$ cat config.mk
export PLATFORM = sky130hd
export DESIGN_NAME = ctm_top
export DESIGN_NICKNAME = d
export VERILOG_FILES = /design/src/rtl/ctm_pkg.sv /design/src/rtl/ctm_edge_sync.sv /design/src/rtl/ctm_top.sv
export VERILOG_INCLUDE_DIRS = /design/src /design/src/rtl
export SDC_FILE = /design/constraint.sdc
export NUM_CORES = 1
export LEC_CHECK = 0
export BUFFER_PORTS_ARGS = -buffer_cell sky130_fd_sc_hd__buf_2
export CORE_MARGIN = 5
export CORE_UTILIZATION = 30
export DETAILED_ROUTE_END_ITERATION = 10
export HOLD_SLACK_MARGIN = 0.08
export PLACE_DENSITY_LB_ADDON = 0.08
export SYNTH_ARGS = -nofsm -noshare
export SYNTH_HDL_FRONTEND = slang
export SYNTH_SLANG_ARGS = --single-unit
$ cat constraint.sdc
create_clock -name mclk -period 7.2 [get_ports mclk]
set_input_delay 0.36 -clock mclk [delete_from_list [all_inputs] [get_ports mclk]]
set_output_delay 0.36 -clock mclk [all_outputs]
set_load 0.02 [all_outputs]
$ cat src/rtl/ctm_cfg.svh
// Offsets, field positions, reset values and timing counts of the
// counter/timer. Assumes inclusion by bare name from rtl/.
`ifndef CTM_CFG_SVH
`define CTM_CFG_SVH

// ----------------------------------------
// Register byte offsets
// ----------------------------------------
`define CTM_OFS_CTRL 8'h00
`define CTM_OFS_GATE 8'h04
`define CTM_OFS_CMD 8'h08
`define CTM_OFS_RESULT 8'h0C
`define CTM_OFS_STATUS 8'h10
`define CTM_OFS_ISTAT 8'h14
`define CTM_OFS_IMASK 8'h18

// ----------------------------------------
// Field positions and widths
// ----------------------------------------
`define CTM_CTRL_HOLD_BIT 3
`define CTM_CMD_ARM_BIT 0
`define CTM_MANT_W 27
`define CTM_GATE_W 14
`define CTM_IRQ_N 2
`define CTM_IRQ_DONE 0
`define CTM_IRQ_OVF 1

// ----------------------------------------
// Reset values and limits
// ----------------------------------------
`define CTM_GATE_RST 14'h2710
`define CTM_GATE_MIN 14'h0001
`define CTM_GATE_MAX 14'h2710
`define CTM_TOT_MAX 27'h5F5_E0FF

// ----------------------------------------
// Timing, in ns, and derived cycle counts
// ----------------------------------------
`define CTM_CLK_NS 10
`define CTM_GATE_UNIT_NS 100000
`define CTM_PER_RES_NS 100
`define CTM_PW_RES_NS 10
`define CTM_PER_TICK_CYC (`CTM_PER_RES_NS / `CTM_CLK_NS)
`define CTM_GATE_UNIT_CYC (`CTM_GATE_UNIT_NS / `CTM_CLK_NS)
// Gate units per second, for the frequency scale
`define CTM_UNITS_PER_S 10000
// Nanoseconds per gate unit
`define CTM_NS_PER_UNIT 100000

// ----------------------------------------
// Decimal exponents of results
// ----------------------------------------
`define CTM_EXP_UNIT 5'h00
`define CTM_EXP_NS 5'h17
`define CTM_EXP_PER 5'h19
`define CTM_EXP_PW 5'h18

`endif

$ cat src/rtl/ctm_pkg.sv
// Types shared by the counter/timer files.
// Assumes nothing of its surroundings.
package ctm_pkg;

	// ----------------------------------------
	// Measurement functions
	// ----------------------------------------
	typedef enum logic [2:0] {
		CTM_FREQ = 3'b000,
		CTM_PERIOD = 3'b001,
		CTM_AVG_PERIOD = 3'b010,
		CTM_PULSE = 3'b011,
		CTM_GATED_COUNT = 3'b100,
		CTM_OPEN_COUNT = 3'b101
	} ctm_func_t;

	// ----------------------------------------
	// Measurement sequencer states
	// ----------------------------------------
	typedef enum logic [2:0] {
		CTM_ST_IDLE = 3'b000,
		CTM_ST_ARMED = 3'b001,
		CTM_ST_MEAS = 3'b010,
		CTM_ST_CALC = 3'b011,
		CTM_ST_HELD = 3'b100
	} ctm_state_t;

endpackage

$ cat src/rtl/ctm_edge_sync.sv
// Three-stage synchroniser with glitch check and edge pulses.
// Assumes sig_in is asynchronous to mclk.
`timescale 1ns/1ps
module ctm_edge_sync (
	input wire logic mclk,
	input wire logic rstn,
	input wire logic sig_in,
	output logic level,
	output logic rise,
	output logic fall
);
	logic s1_reg;
	logic s2_reg;
	logic s3_reg;
	logic level_reg;

	// ----------------------------------------
	// Synchroniser chain
	// ----------------------------------------
	always_ff @(posedge mclk) begin
		if (!rstn) begin
			s1_reg <= 1'b0;
			s2_reg <= 1'b0;
			s3_reg <= 1'b0;
		end else begin
			s1_reg <= sig_in;
			s2_reg <= s1_reg;
			s3_reg <= s2_reg;
		end
	end

	// Change counts only once stages two and three agree
	always_ff @(posedge mclk) begin
		if (!rstn)
			level_reg <= 1'b0;
		else if (s2_reg == s3_reg)
			level_reg <= s3_reg;
	end

	assign level = level_reg;
	assign rise = (s2_reg == s3_reg) && s3_reg && !level_reg;
	assign fall = (s2_reg == s3_reg) && !s3_reg && level_reg;
endmodule

$ cat src/rtl/ctm_top.sv
// Counter/timer measuring an external trigger-input signal.
// Assumes a classic Wishbone master on mclk and an asynchronous input.
//
// Local design decisions: the address map and the Wishbone slave port.
`timescale 1ns/1ps
`include "ctm_cfg.svh"

// Summary of operation
// - Six functions selectable; frequency after reset.
// - Only frequency, averaged period and gated count use the programmed gate; gated count ignores the display mode.
// - Frequency counts input cycles over the gate interval.
// - Single period times one input period at 100 ns resolution.
// - Averaged period is gate time over cycle count.
// - Pulse width timed at 10 ns resolution.
// - Gated count opens on first edge, holds until reset.
// - Open count runs from first edge until configuration changes.
// - Totals hold eight decimal digits; overflow is flagged.
// - Result read stalls the bus until a result exists.
// - Result is unsigned mantissa and signed decimal exponent.
// - Counter reset command clears and arms the counter.
// - Status reports the active function code.
// - Continuous mode rearms; hold mode takes one reading.
// - Gate from 100 us to 1 s in 100 us steps; 1 s at reset.
module ctm_top #(
	parameter int GATE_UNIT_CYC = `CTM_GATE_UNIT_CYC
) (
	input wire logic mclk,
	input wire logic rstn,
	input wire logic wb_cyc_i,
	input wire logic wb_stb_i,
	input wire logic wb_we_i,
	input wire logic [7:0] wb_adr_i,
	input wire logic [3:0] wb_sel_i,
	input wire logic [31:0] wb_dat_i,
	output logic [31:0] wb_dat_o,
	output logic wb_ack_o,
	input wire logic sig_in,
	output logic irq
);
	import ctm_pkg::*;

	// ----------------------------------------
	// Declarations
	// ----------------------------------------
	ctm_func_t func_reg;
	ctm_state_t state_reg;
	logic hold_reg;
	logic [`CTM_GATE_W-1:0] gate_reg;
	logic [`CTM_MANT_W-1:0] mant_reg;
	logic [4:0] exp_reg;
	logic valid_reg;
	logic ovf_reg;
	logic [`CTM_MANT_W-1:0] cnt_reg;
	logic [`CTM_MANT_W-1:0] tick_reg;
	logic [`CTM_MANT_W-1:0] tick_next;
	logic tick_inc;
	logic [3:0] sub_reg;
	logic [16:0] unit_reg;
	logic [`CTM_GATE_W-1:0] units_reg;
	logic [39:0] quo_reg;
	logic [40:0] rem_reg;
	logic [31:0] dvs_reg;
	logic [5:0] bit_reg;
	logic [`CTM_IRQ_N-1:0] istat_reg;
	logic [`CTM_IRQ_N-1:0] imask_reg;
	logic [`CTM_IRQ_N-1:0] ev_set;
	logic ack_reg;
	logic [31:0] rdat_reg;
	logic in_level;
	logic in_rise;
	logic in_fall;
	logic acc;
	logic wr;
	logic cfg_wr;
	logic arm_cmd;
	logic gate_end;
	logic finish;
	logic cnt_wrap;
	logic [`CTM_GATE_W-1:0] gate_wdat;

	// ----------------------------------------
	// Helpers
	// ----------------------------------------
	// Functions whose run is bounded by the gate timer
	function automatic logic uses_gate(input ctm_func_t f);
		uses_gate = (f == CTM_FREQ) || (f == CTM_AVG_PERIOD) ||
			(f == CTM_GATED_COUNT);
	endfunction

	function automatic logic is_count(input ctm_func_t f);
		is_count = (f == CTM_GATED_COUNT) || (f == CTM_OPEN_COUNT);
	endfunction

	function automatic logic func_ok(input logic [2:0] c);
		func_ok = (c <= 3'b101);
	endfunction

	// Inverse of the hold bit as it will stand after this write
	function automatic logic hold_reg_next_armed();
		if (wb_adr_i == `CTM_OFS_CTRL && wb_sel_i[0])
			hold_reg_next_armed = !wb_dat_i[`CTM_CTRL_HOLD_BIT];
		else
			hold_reg_next_armed = !hold_reg;
	endfunction

	// ----------------------------------------
	// Input synchroniser
	// ----------------------------------------
	// Sync and validate edges
	ctm_edge_sync u_sync (
		.mclk(mclk),
		.rstn(rstn),
		.sig_in(sig_in),
		.level(in_level),
		.rise(in_rise),
		.fall(in_fall)
	);

	// ----------------------------------------
	// Wishbone slave
	// ----------------------------------------
	// Hold off ack on result
	assign acc = wb_cyc_i && wb_stb_i && !ack_reg &&
		!(!wb_we_i && wb_adr_i == `CTM_OFS_RESULT && !valid_reg);
	// Writes land on the edge where the master sees ack
	assign wr = wb_cyc_i && wb_stb_i && ack_reg && wb_we_i;
	assign cfg_wr = wr && (wb_adr_i == `CTM_OFS_CTRL ||
		wb_adr_i == `CTM_OFS_GATE);
	assign arm_cmd = wr && wb_adr_i == `CTM_OFS_CMD && wb_sel_i[0] &&
		wb_dat_i[`CTM_CMD_ARM_BIT];

	always_ff @(posedge mclk) begin
		if (!rstn)
			ack_reg <= 1'b0;
		else
			ack_reg <= acc;
	end

	always_ff @(posedge mclk) begin
		if (!rstn) begin
			rdat_reg <= 32'h0000_0000;
		end else if (acc) begin
			case (wb_adr_i)
				`CTM_OFS_CTRL:
					rdat_reg <= {28'h000_0000, hold_reg, func_reg};
				`CTM_OFS_GATE:
					rdat_reg <= {18'h0_0000, gate_reg};
				`CTM_OFS_RESULT:
					rdat_reg <= {exp_reg, mant_reg};
				`CTM_OFS_STATUS:
					rdat_reg <= {21'h00_0000, state_reg, 1'b0,
						func_reg, state_reg == CTM_ST_MEAS,
						state_reg == CTM_ST_ARMED, ovf_reg, valid_reg};
				`CTM_OFS_ISTAT:
					rdat_reg <= {30'h0000_0000, istat_reg};
				`CTM_OFS_IMASK:
					rdat_reg <= {30'h0000_0000, imask_reg};
				default:
					rdat_reg <= 32'h0000_0000;
			endcase
		end
	end

	assign wb_ack_o = ack_reg;
	assign wb_dat_o = rdat_reg;

	// ----------------------------------------
	// Configuration
	// ----------------------------------------
	// Clamp gate into range
	always_comb begin
		gate_wdat = wb_dat_i[`CTM_GATE_W-1:0];
		if (wb_dat_i[31:`CTM_GATE_W] != 18'h0_0000 ||
				gate_wdat > `CTM_GATE_MAX)
			gate_wdat = `CTM_GATE_MAX;
		else if (gate_wdat < `CTM_GATE_MIN)
			gate_wdat = `CTM_GATE_MIN;
	end

	always_ff @(posedge mclk) begin
		if (!rstn) begin
			func_reg <= CTM_FREQ;
			hold_reg <= 1'b0;
		end else if (wr && wb_adr_i == `CTM_OFS_CTRL && wb_sel_i[0]) begin
			// Unknown codes are ignored, old function kept
			if (func_ok(wb_dat_i[2:0]))
				func_reg <= ctm_func_t'(wb_dat_i[2:0]);
			hold_reg <= wb_dat_i[`CTM_CTRL_HOLD_BIT];
		end
	end

	always_ff @(posedge mclk) begin
		if (!rstn)
			gate_reg <= `CTM_GATE_RST;
		else if (wr && wb_adr_i == `CTM_OFS_GATE && wb_sel_i[0])
			gate_reg <= gate_wdat;
	end

	// ----------------------------------------
	// Gate timer
	// ----------------------------------------
	// Gate length from register
	assign gate_end = (unit_reg == 17'(GATE_UNIT_CYC - 1)) &&
		(units_reg == gate_reg - `CTM_GATE_W'(1));

	always_ff @(posedge mclk) begin
		if (!rstn || state_reg != CTM_ST_MEAS) begin
			unit_reg <= 17'h0_0000;
			units_reg <= `CTM_GATE_W'(0);
		end else if (unit_reg == 17'(GATE_UNIT_CYC - 1)) begin
			unit_reg <= 17'h0_0000;
			units_reg <= units_reg + `CTM_GATE_W'(1);
		end else begin
			unit_reg <= unit_reg + 17'h0_0001;
		end
	end

	// ----------------------------------------
	// Event and time counters
	// ----------------------------------------
	// Eight decimal digits
	assign cnt_wrap = in_rise && cnt_reg == `CTM_TOT_MAX;

	always_ff @(posedge mclk) begin
		if (!rstn || state_reg == CTM_ST_ARMED)
			cnt_reg <= (state_reg == CTM_ST_ARMED && in_rise) ?
				`CTM_MANT_W'(1) : `CTM_MANT_W'(0);
		else if (state_reg == CTM_ST_MEAS && in_rise && !gate_end)
			cnt_reg <= cnt_wrap ? `CTM_MANT_W'(0) :
				cnt_reg + `CTM_MANT_W'(1);
	end

	// Prescaler for the coarse period tick
	always_ff @(posedge mclk) begin
		if (!rstn || state_reg != CTM_ST_MEAS)
			sub_reg <= 4'h0;
		else if (sub_reg == 4'(`CTM_PER_TICK_CYC - 1))
			sub_reg <= 4'h0;
		else
			sub_reg <= sub_reg + 4'h1;
	end

	assign tick_inc = (func_reg == CTM_PULSE) ||
		(sub_reg == 4'(`CTM_PER_TICK_CYC - 1));
	// Finishing edge keeps its own tick, so no cycle is lost
	assign tick_next = tick_reg + `CTM_MANT_W'(tick_inc);

	always_ff @(posedge mclk) begin
		if (!rstn || state_reg != CTM_ST_MEAS)
			tick_reg <= `CTM_MANT_W'(0);
		else if (tick_inc)
			tick_reg <= tick_next;
	end

	// ----------------------------------------
	// Measurement sequencer
	// ----------------------------------------
	// Gated count ends at gate
	always_comb begin
		case (func_reg)
			CTM_PERIOD: finish = in_rise;
			CTM_PULSE: finish = in_fall;
			CTM_OPEN_COUNT: finish = 1'b0;
			default: finish = gate_end;
		endcase
	end

	always_ff @(posedge mclk) begin
		if (!rstn) begin
			state_reg <= CTM_ST_ARMED;
		end else if (cfg_wr) begin
			state_reg <= hold_reg_next_armed() ? CTM_ST_ARMED :
				CTM_ST_IDLE;
		end else if (arm_cmd) begin
			state_reg <= CTM_ST_ARMED;
		end else begin
			case (state_reg)
				CTM_ST_IDLE:
					state_reg <= CTM_ST_IDLE;
				CTM_ST_ARMED:
					if (in_rise)
						state_reg <= CTM_ST_MEAS;
				CTM_ST_MEAS:
					if (finish)
						state_reg <= CTM_ST_CALC;
				CTM_ST_CALC:
					if (bit_reg == 6'h00) begin
						if (hold_reg || func_reg == CTM_GATED_COUNT)
							state_reg <= CTM_ST_HELD;
						else
							state_reg <= CTM_ST_ARMED;
					end
				CTM_ST_HELD:
					state_reg <= CTM_ST_HELD;
				default:
					state_reg <= CTM_ST_IDLE;
			endcase
		end
	end

	// ----------------------------------------
	// Scaling divider
	// ----------------------------------------
	// Serial divide keeps area low; costs 40 cycles per result
	always_ff @(posedge mclk) begin
		if (!rstn) begin
			quo_reg <= 40'h00_0000_0000;
			rem_reg <= 41'h000_0000_0000;
			dvs_reg <= 32'h0000_0001;
			bit_reg <= 6'h00;
		end else if (state_reg == CTM_ST_MEAS && finish) begin
			bit_reg <= 6'd40;
			rem_reg <= 41'h000_0000_0000;
			if (func_reg == CTM_FREQ) begin
				// Hz over gate, digits track gate
				quo_reg <= 40'(cnt_reg) * 40'(`CTM_UNITS_PER_S);
				dvs_reg <= 32'(gate_reg);
			end else if (func_reg == CTM_AVG_PERIOD) begin
				quo_reg <= 40'(gate_reg) * 40'(`CTM_NS_PER_UNIT);
				dvs_reg <= (cnt_reg == `CTM_MANT_W'(0)) ?
					32'h0000_0001 : 32'(cnt_reg);
			end else begin
				quo_reg <= 40'(cnt_reg);
				dvs_reg <= 32'h0000_0001;
			end
		end else if (state_reg == CTM_ST_CALC && bit_reg != 6'h00) begin
			bit_reg <= bit_reg - 6'h01;
			if ({rem_reg[39:0], quo_reg[39]} >= {9'h000, dvs_reg}) begin
				rem_reg <= {rem_reg[39:0], quo_reg[39]} -
					{9'h000, dvs_reg};
				quo_reg <= {quo_reg[38:0], 1'b1};
			end else begin
				rem_reg <= {rem_reg[39:0], quo_reg[39]};
				quo_reg <= {quo_reg[38:0], 1'b0};
			end
		end
	end

	// ----------------------------------------
	// Result register
	// ----------------------------------------
	// Mantissa and decimal exponent
	always_ff @(posedge mclk) begin
		if (!rstn) begin
			mant_reg <= `CTM_MANT_W'(0);
			exp_reg <= `CTM_EXP_UNIT;
		end else if (state_reg == CTM_ST_MEAS &&
				func_reg == CTM_OPEN_COUNT) begin
			mant_reg <= cnt_reg;
			exp_reg <= `CTM_EXP_UNIT;
		end else if (state_reg == CTM_ST_MEAS && finish) begin
			if (func_reg == CTM_PERIOD) begin
				mant_reg <= tick_next;
				exp_reg <= `CTM_EXP_PER;
			end else if (func_reg == CTM_PULSE) begin
				mant_reg <= tick_next;
				exp_reg <= `CTM_EXP_PW;
			end
		end else if (state_reg == CTM_ST_CALC && bit_reg == 6'h00 &&
				!(func_reg == CTM_PERIOD || func_reg == CTM_PULSE)) begin
			// Quotient above 27 bits saturates
			mant_reg <= (quo_reg[39:`CTM_MANT_W] != 13'h0000) ?
				{`CTM_MANT_W{1'b1}} : quo_reg[`CTM_MANT_W-1:0];
			exp_reg <= (func_reg == CTM_AVG_PERIOD) ? `CTM_EXP_NS :
				`CTM_EXP_UNIT;
		end
	end

	always_ff @(posedge mclk) begin
		if (!rstn || cfg_wr || arm_cmd)
			valid_reg <= 1'b0;
		else if ((state_reg == CTM_ST_CALC && bit_reg == 6'h00) ||
				(state_reg == CTM_ST_MEAS && func_reg == CTM_OPEN_COUNT))
			valid_reg <= 1'b1;
	end

	always_ff @(posedge mclk) begin
		if (!rstn || cfg_wr || arm_cmd)
			ovf_reg <= 1'b0;
		else if (state_reg == CTM_ST_MEAS && is_count(func_reg) &&
				cnt_wrap && !gate_end)
			ovf_reg <= 1'b1;
	end

	// ----------------------------------------
	// Interrupts
	// ----------------------------------------
	assign ev_set[`CTM_IRQ_DONE] = state_reg == CTM_ST_CALC &&
		bit_reg == 6'h00;
	assign ev_set[`CTM_IRQ_OVF] = state_reg == CTM_ST_MEAS &&
		is_count(func_reg) && cnt_wrap && !gate_end;

	// Set wins over a same-cycle write-one clear
	genvar gi;
	generate
		for (gi = 0; gi < `CTM_IRQ_N; gi = gi + 1) begin : g_irq
			always_ff @(posedge mclk) begin
				if (!rstn)
					istat_reg[gi] <= 1'b0;
				else if (ev_set[gi])
					istat_reg[gi] <= 1'b1;
				else if (wr && wb_adr_i == `CTM_OFS_ISTAT &&
						wb_sel_i[0] && wb_dat_i[gi])
					istat_reg[gi] <= 1'b0;
			end
		end
	endgenerate

	always_ff @(posedge mclk) begin
		if (!rstn)
			imask_reg <= 2'b00;
		else if (wr && wb_adr_i == `CTM_OFS_IMASK && wb_sel_i[0])
			imask_reg <= wb_dat_i[`CTM_IRQ_N-1:0];
	end

	assign irq = |(istat_reg & imask_reg);

	// Unused level kept for a future polarity option
	logic unused_level;
	assign unused_level = in_level;
endmodule

# After elaboration in Yosys (flattened, before gate mapping)

Cells that the tools add are included.

$add $sub $neg: 8
Multipliers: 2
Order comparisons: 4
Equality and inequality tests: 26
Mux-type cells: 45
Bitwise logic cells: 2
Reduce and logical (&&, ||, !) cells: 83

Operators by type and width:

| kind                   | count |
|---|---|
| $mux 27                | 12 |
| $pmux 32 s6            | 1 |
| $mux 40                | 4 |
| $ge 41x32->1           | 1 |
| $sub 40x32->40         | 1 |
| $logic_and 1x1->1      | 39 |
| $mul 27x10->36 const B | 1 |
| $mux 31                | 1 |
| $mux 14                | 2 |
| $add 27x1->27          | 1 |
| $add 27x1->27 const B  | 1 |
| $eq 27x27->1 const B   | 1 |
| $logic_not 27->1       | 1 |
| $mul 14x12->26 const B | 1 |
| $mux 5                 | 5 |
| $eq 8x5->1 const B     | 3 |
| $mux 3                 | 6 |
| $reduce_bool 18->1     | 1 |
| $add 17x1->17 const B  | 1 |
| $eq 17x14->1 const B   | 1 |
| $eq 8x4->1 const B     | 2 |
| $add 14x1->14 const B  | 1 |
| $eq 14x14->1           | 1 |
| $gt 14x14->1 const B   | 1 |
| 33 further kinds       | 81 |

Bits in registers: 303
Input port bits: 50
Output and inout bits: 34
Word-level logic and storage cells: 197

# Depth between registers and ports, before layout

Depth in word-level cells: 8
Gate-level depth with buffers: 22
Depth with buffers taken out: 21

# Cells and area by module

From an unflattened synthesis, not the netlist that was laid out.

Cell total of the unflattened synthesis: 2,898
Area, all modules: 24,026.8 µm²

Modules (own cells, without submodules):

| module        | times used | cells each | area each (µm²) | seq. area each (µm²) |
|---|---|---|---|---|
| ctm_top       | 1          | 2,883      | 23,866.6        | 6,115.9 |
| ctm_edge_sync | 1          | 15         | 160.2           | 80.1 |

# Worst setup path before layout

OpenSTA, ideal clock, no wires.

Path kind: register to register
Start: register gate_reg[0]
End: register cnt_reg[0], enable pin
Setup time: 506 ps
Arrival: 5,067 ps
Required time: 6,694 ps
Setup slack: 1,627 ps
Stages on the path, launching flop included: 10
Buffers on the path: 1
Period minus slack after synthesis: 5,573 ps
Path through: dfxtp_1 > clkbuf_1 > inv_1 > ha_1 > and4_1 > xnor2_1 > and4b_1 > and4b_1 > and4_1 > o311ai_0

Cells in the longest elaborated chain, start to end: 6

RTL lines:

| item                               | RTL line       | source |
|---|---|---|
| from (decl)                        | ctm_top.sv:48  | `` logic [`CTM_GATE_W-1:0] gate_reg; `` |
| from (signal assigned)             | ctm_top.sv:194 | `` gate_reg <= `CTM_GATE_RST; `` |
| from (signal assigned)             | ctm_top.sv:196 | `gate_reg <= gate_wdat;` |
| $sub 14x1->14                      | ctm_top.sv:204 | `` (units_reg == gate_reg - `CTM_GATE_W'(1)); `` |
| $eq 14x14->1                       | ctm_top.sv:204 |  |
| $logic_and 1x1->1                  | ctm_top.sv:203 | `assign gate_end = (unit_reg == 17'(GATE_UNIT_CYC - 1)) &&` |
| $logic_not 1->1                    | ctm_top.sv:228 | `else if (state_reg == CTM_ST_MEAS && in_rise && !gate_end)` |
| $logic_and 1x1->1                  | ctm_top.sv:228 |  |
| $reduce_bool 2->1 (no source line) | n/a            |  |
| to (signal assigned)               | ctm_top.sv:226 | `cnt_reg <= (state_reg == CTM_ST_ARMED && in_rise) ?` |
| to (signal assigned)               | ctm_top.sv:229 | `` cnt_reg <= cnt_wrap ? `CTM_MANT_W'(0) : `` |
| to (decl)                          | ctm_top.sv:53  | `` logic [`CTM_MANT_W-1:0] cnt_reg; `` |

No other way between the ends.
A chain may end at the register's enable or synchronous reset.

# Worst setup path after layout

Start: register gate_reg[2]
End: register quo_reg[24]

Cells in the longest elaborated chain, start to end: 6
Elaborated cells on any way between the ends: 10
Those cells by class: add/sub (1); mul (1); eq/ne (1); mux (4); reduce/logical (3)

RTL lines:

| item                                                                   | RTL line       | source |
|---|---|---|
| parallel branches: the longest is 6 deep, another holds $mul 14x12->26 | n/a            |  |
| to (signal assigned)                                                   | ctm_top.sv:316 | `` quo_reg <= 40'(cnt_reg) * 40'(`CTM_UNITS_PER_S); `` |
| to (signal assigned)                                                   | ctm_top.sv:319 | `` quo_reg <= 40'(gate_reg) * 40'(`CTM_NS_PER_UNIT); `` |
| to (signal assigned)                                                   | ctm_top.sv:323 | `quo_reg <= 40'(cnt_reg);` |
| to (decl)                                                              | ctm_top.sv:60  | `logic [39:0] quo_reg;` |

Parallel ways; which one is timed is not known.

==> results.ini <==
[pwr]
switching_share_pct = 46.7
p_leak_nw = 12.0
p_per_area_nw_per_um2 = 349
power.internal_mw = 5.08
p_clk_share_pct = 22.6
seqPwrFrac_pct = 19.6
peakVddDrop_v = 0.000238
p_comb_share_pct = 57.8
switchingPower_mw = 4.45

[timing]
fin_worst_skew_ns = 0.0422
tightest_slew_ns = 1.24
fin_crit_ns = 6.30
rsz0062_at_grt = false
slew_viol_final = 0
max_freq_mhz = 159
period_share_pct = 87.5
setup_tns_ns = 0
hold_viol = 0
setup-violations-final = 0
slew_headroom_pct = 16.7

[grt]
grt_antenna_before_repair = 3
grt_max_degree = 69
grt_pass1_vias = 20249
track_usage_pct = 18.5
grt_overflow = 0
grt_pass1_wl_mm = 125

[critical_path]
worstPathMaxFanout = 10
critical_path_class = flop to flop
crit_path_max_incr_delay_ns = 0.72
crit_chain = inv_1 > ha_1 > ha_1 > xor2_1 > ha_1 > fa_1 > inv_1 > fa_1 > inv_1 > ha_1 > a21o_1 > a21oi_1 > o21ai_0 > o41ai_1 > o21bai_1 > a21oi_1 > xor2_1 > a211oi_1 > a311o_1
critPathSlowestCell = o41ai_1
path_common_cell = ha_1
end_kind = flop
reg2reg_from = gate_reg[2]
cp-start-kind = flop
crit_buf_inv = 3
worstPathRequired_ns = 7.73
crit_start = gate_reg[2]
cp.arrival_ns = 6.83
worst_path_dominant_cell_family = compound AO/OA/AOI/OAI gates

[synthesis]
syn-cell-area_um2 = 24100
synth-async-reset-ratio_pct = 0
ys_warn_count = 0
synth_cells = 2913
synth_edf_count = 27
synth-main-ff-cell = dfxtp_1
ys_seq_elements = 296
synth_cell_type_count = 79
syn_nets = 3358
ys_seq_area_share_pct = 25.7
syn_area_per_cell_um2 = 8.27

[die]
dieHeight_um = 293
num_rows = 103
io-pin-count = 84
die_w_um = 293
fp.dieArea_um2 = 86000
start_util_pct = 30.4
coreArea_um2 = 79300

[final_layout]
drive_gt1_share_pct = 7.77
layout_common_cells = inv_1 (344), ha_1 (294), nand2_1 (290), nor2_1 (269), dfxtp_1 (269)
fillers = 8344
fin_cells = 4049
final_common_cell = inv_1
fin_nets = 3412
multi_input_area_um2 = 16200
register_area_um2 = 6200
syn_to_final_growth_pct = 13.3

[routing]
post_drt_via_cell_ratio = 5.11
drt_iter0_drc = 1498
ant_nets = 0
wl_per_cell_um = 20.2
drtPass1Iterations = 5
drt_wl_total_mm = 82.0
drc = 0
num_vias = 20710

[placement]
dpl.cell_count = 3964
gp_congestion = 0.843
io_buffer_count = 80
dp_hpwl_mm = 62.4

[hold_path]
min_path_type = input port to flop
hp-start = wb_dat_i[3]

[cts]
cts_tree = done
ctsHtreeMaxLevel = 2
clk_pin_slew_worst_paths_ns = 0.06
cts_setup_buffers = 0
numCtsBuffers = 41
clock_latency_ns = 0.61
cts_root_buf = clkbuf_16
clock-sinks = 296
clk_path_buf_depth = 3

[outcome]
status = complete, no violations

[run]
cap_violations = 0

==> logic make-up after synthesis <==
logic type,synth area share [%]
buf+inv,7.50
compound gates,16.8
mux,1.76
simple gates,17.2
xor+xnor,7.37
flops,25.7
fa+ha+maj,23.7
==> stage by stage <==
step	power [mW]	utilization, %	worst slack, ns	cell area, um2	hold WS (ns)
5_1_grt	10.4	34.4	0.662	27300	0.127
3_3_place_gp	7.42	32.5	1.14	25800	0.425
3_5_place_dp	7.36	32.5	1.05	25800	0.435
4_1_cts	9.64	34.4	1.02	27300	0.101
2_1_floorplan	5.77	-	1.63	24100	0.412
6_report	9.53	34.4	0.900	27300	0.137
==> layout make-up <==
class,instances,share of cell area (%)
Clock inverter,15,0.674
Tap cell,1050,4.82
Inverter,346,4.76
Antenna cell,2,0.0183
Timing Repair Buffer,142,3.27
Multi-Input combinational cell,2140,59.2
Sequential cell,296,22.7
Clock buffer,58,4.52
==> path summary, 6_finish.rpt <==
kind | endpoint | slack [ns] | cells past startpoint
setup reg to reg | quo_reg[24] | 0.90 | 19
hold reg to reg | u_sync.s2_reg | 0.45 | 1
hold / removal | gate_reg[3] | 0.14 | 3
setup / recovery | quo_reg[24] | 0.90 | 19
==> routing by layer <==
metal	GRT usage (%)	wire length [um]	part of all wire (%)
met5	0	8	0.0098
met4	4.52	1840	2.2
met3	3.08	4060	5.0
met2	30.0	37400	46
met1	25.9	38700	47
==> synth_stat cells, drive strengths merged (35+ instances only) <==
master | n | share of area (%)
a211oi | 74 | 2.3
inv | 344 | 5.4
clkbuf | 113 | 1.8
o21ai | 126 | 2.6
ha | 294 | 15
fa | 101 | 8.4
nor2 | 274 | 4.3
dfxtp | 269 | 22
nand3 | 106 | 2.2
nand2 | 291 | 4.5
mux2i | 40 | 1.7
xor2 | 92 | 3.3
nand4 | 35 | 0.91
and3 | 36 | 0.94
xnor2 | 108 | 3.9
a21oi | 136 | 2.8
==> power groups by stage <==
stage | Combinational, mW | Sequential (mW) | Clock, mW
after floorplan | 3.87 | 1.90 | 0
after global placement | 5.52 | 1.90 | 0
after detailed placement | 5.45 | 1.91 | 0
after CTS | 5.54 | 1.87 | 2.23
after global routing | 6.26 | 1.88 | 2.28
final | 5.50 | 1.87 | 2.15
==> worst reg2reg max path, cell delays in order (launching register included) <==
cell and delay (ns):
dfxtp_1 0.65, inv_1 0.14, ha_1 0.37, ha_1 0.36
xor2_1 0.16, ha_1 0.31, fa_1 0.55, inv_1 0.06
fa_1 0.54, inv_1 0.05, ha_1 0.35, a21o_1 0.17
a21oi_1 0.25, o21ai_0 0.19, o41ai_1 0.72, o21bai_1 0.13
a21oi_1 0.22, xor2_1 0.16, a211oi_1 0.68, a311o_1 0.20
==> repair_timing <==
item / CTS / global route
hold buffers: 10 / 0
hold endpoints to repair: 10 / 0
gates resized for setup: 0 / 0
(Power assumes the default switching activity.)
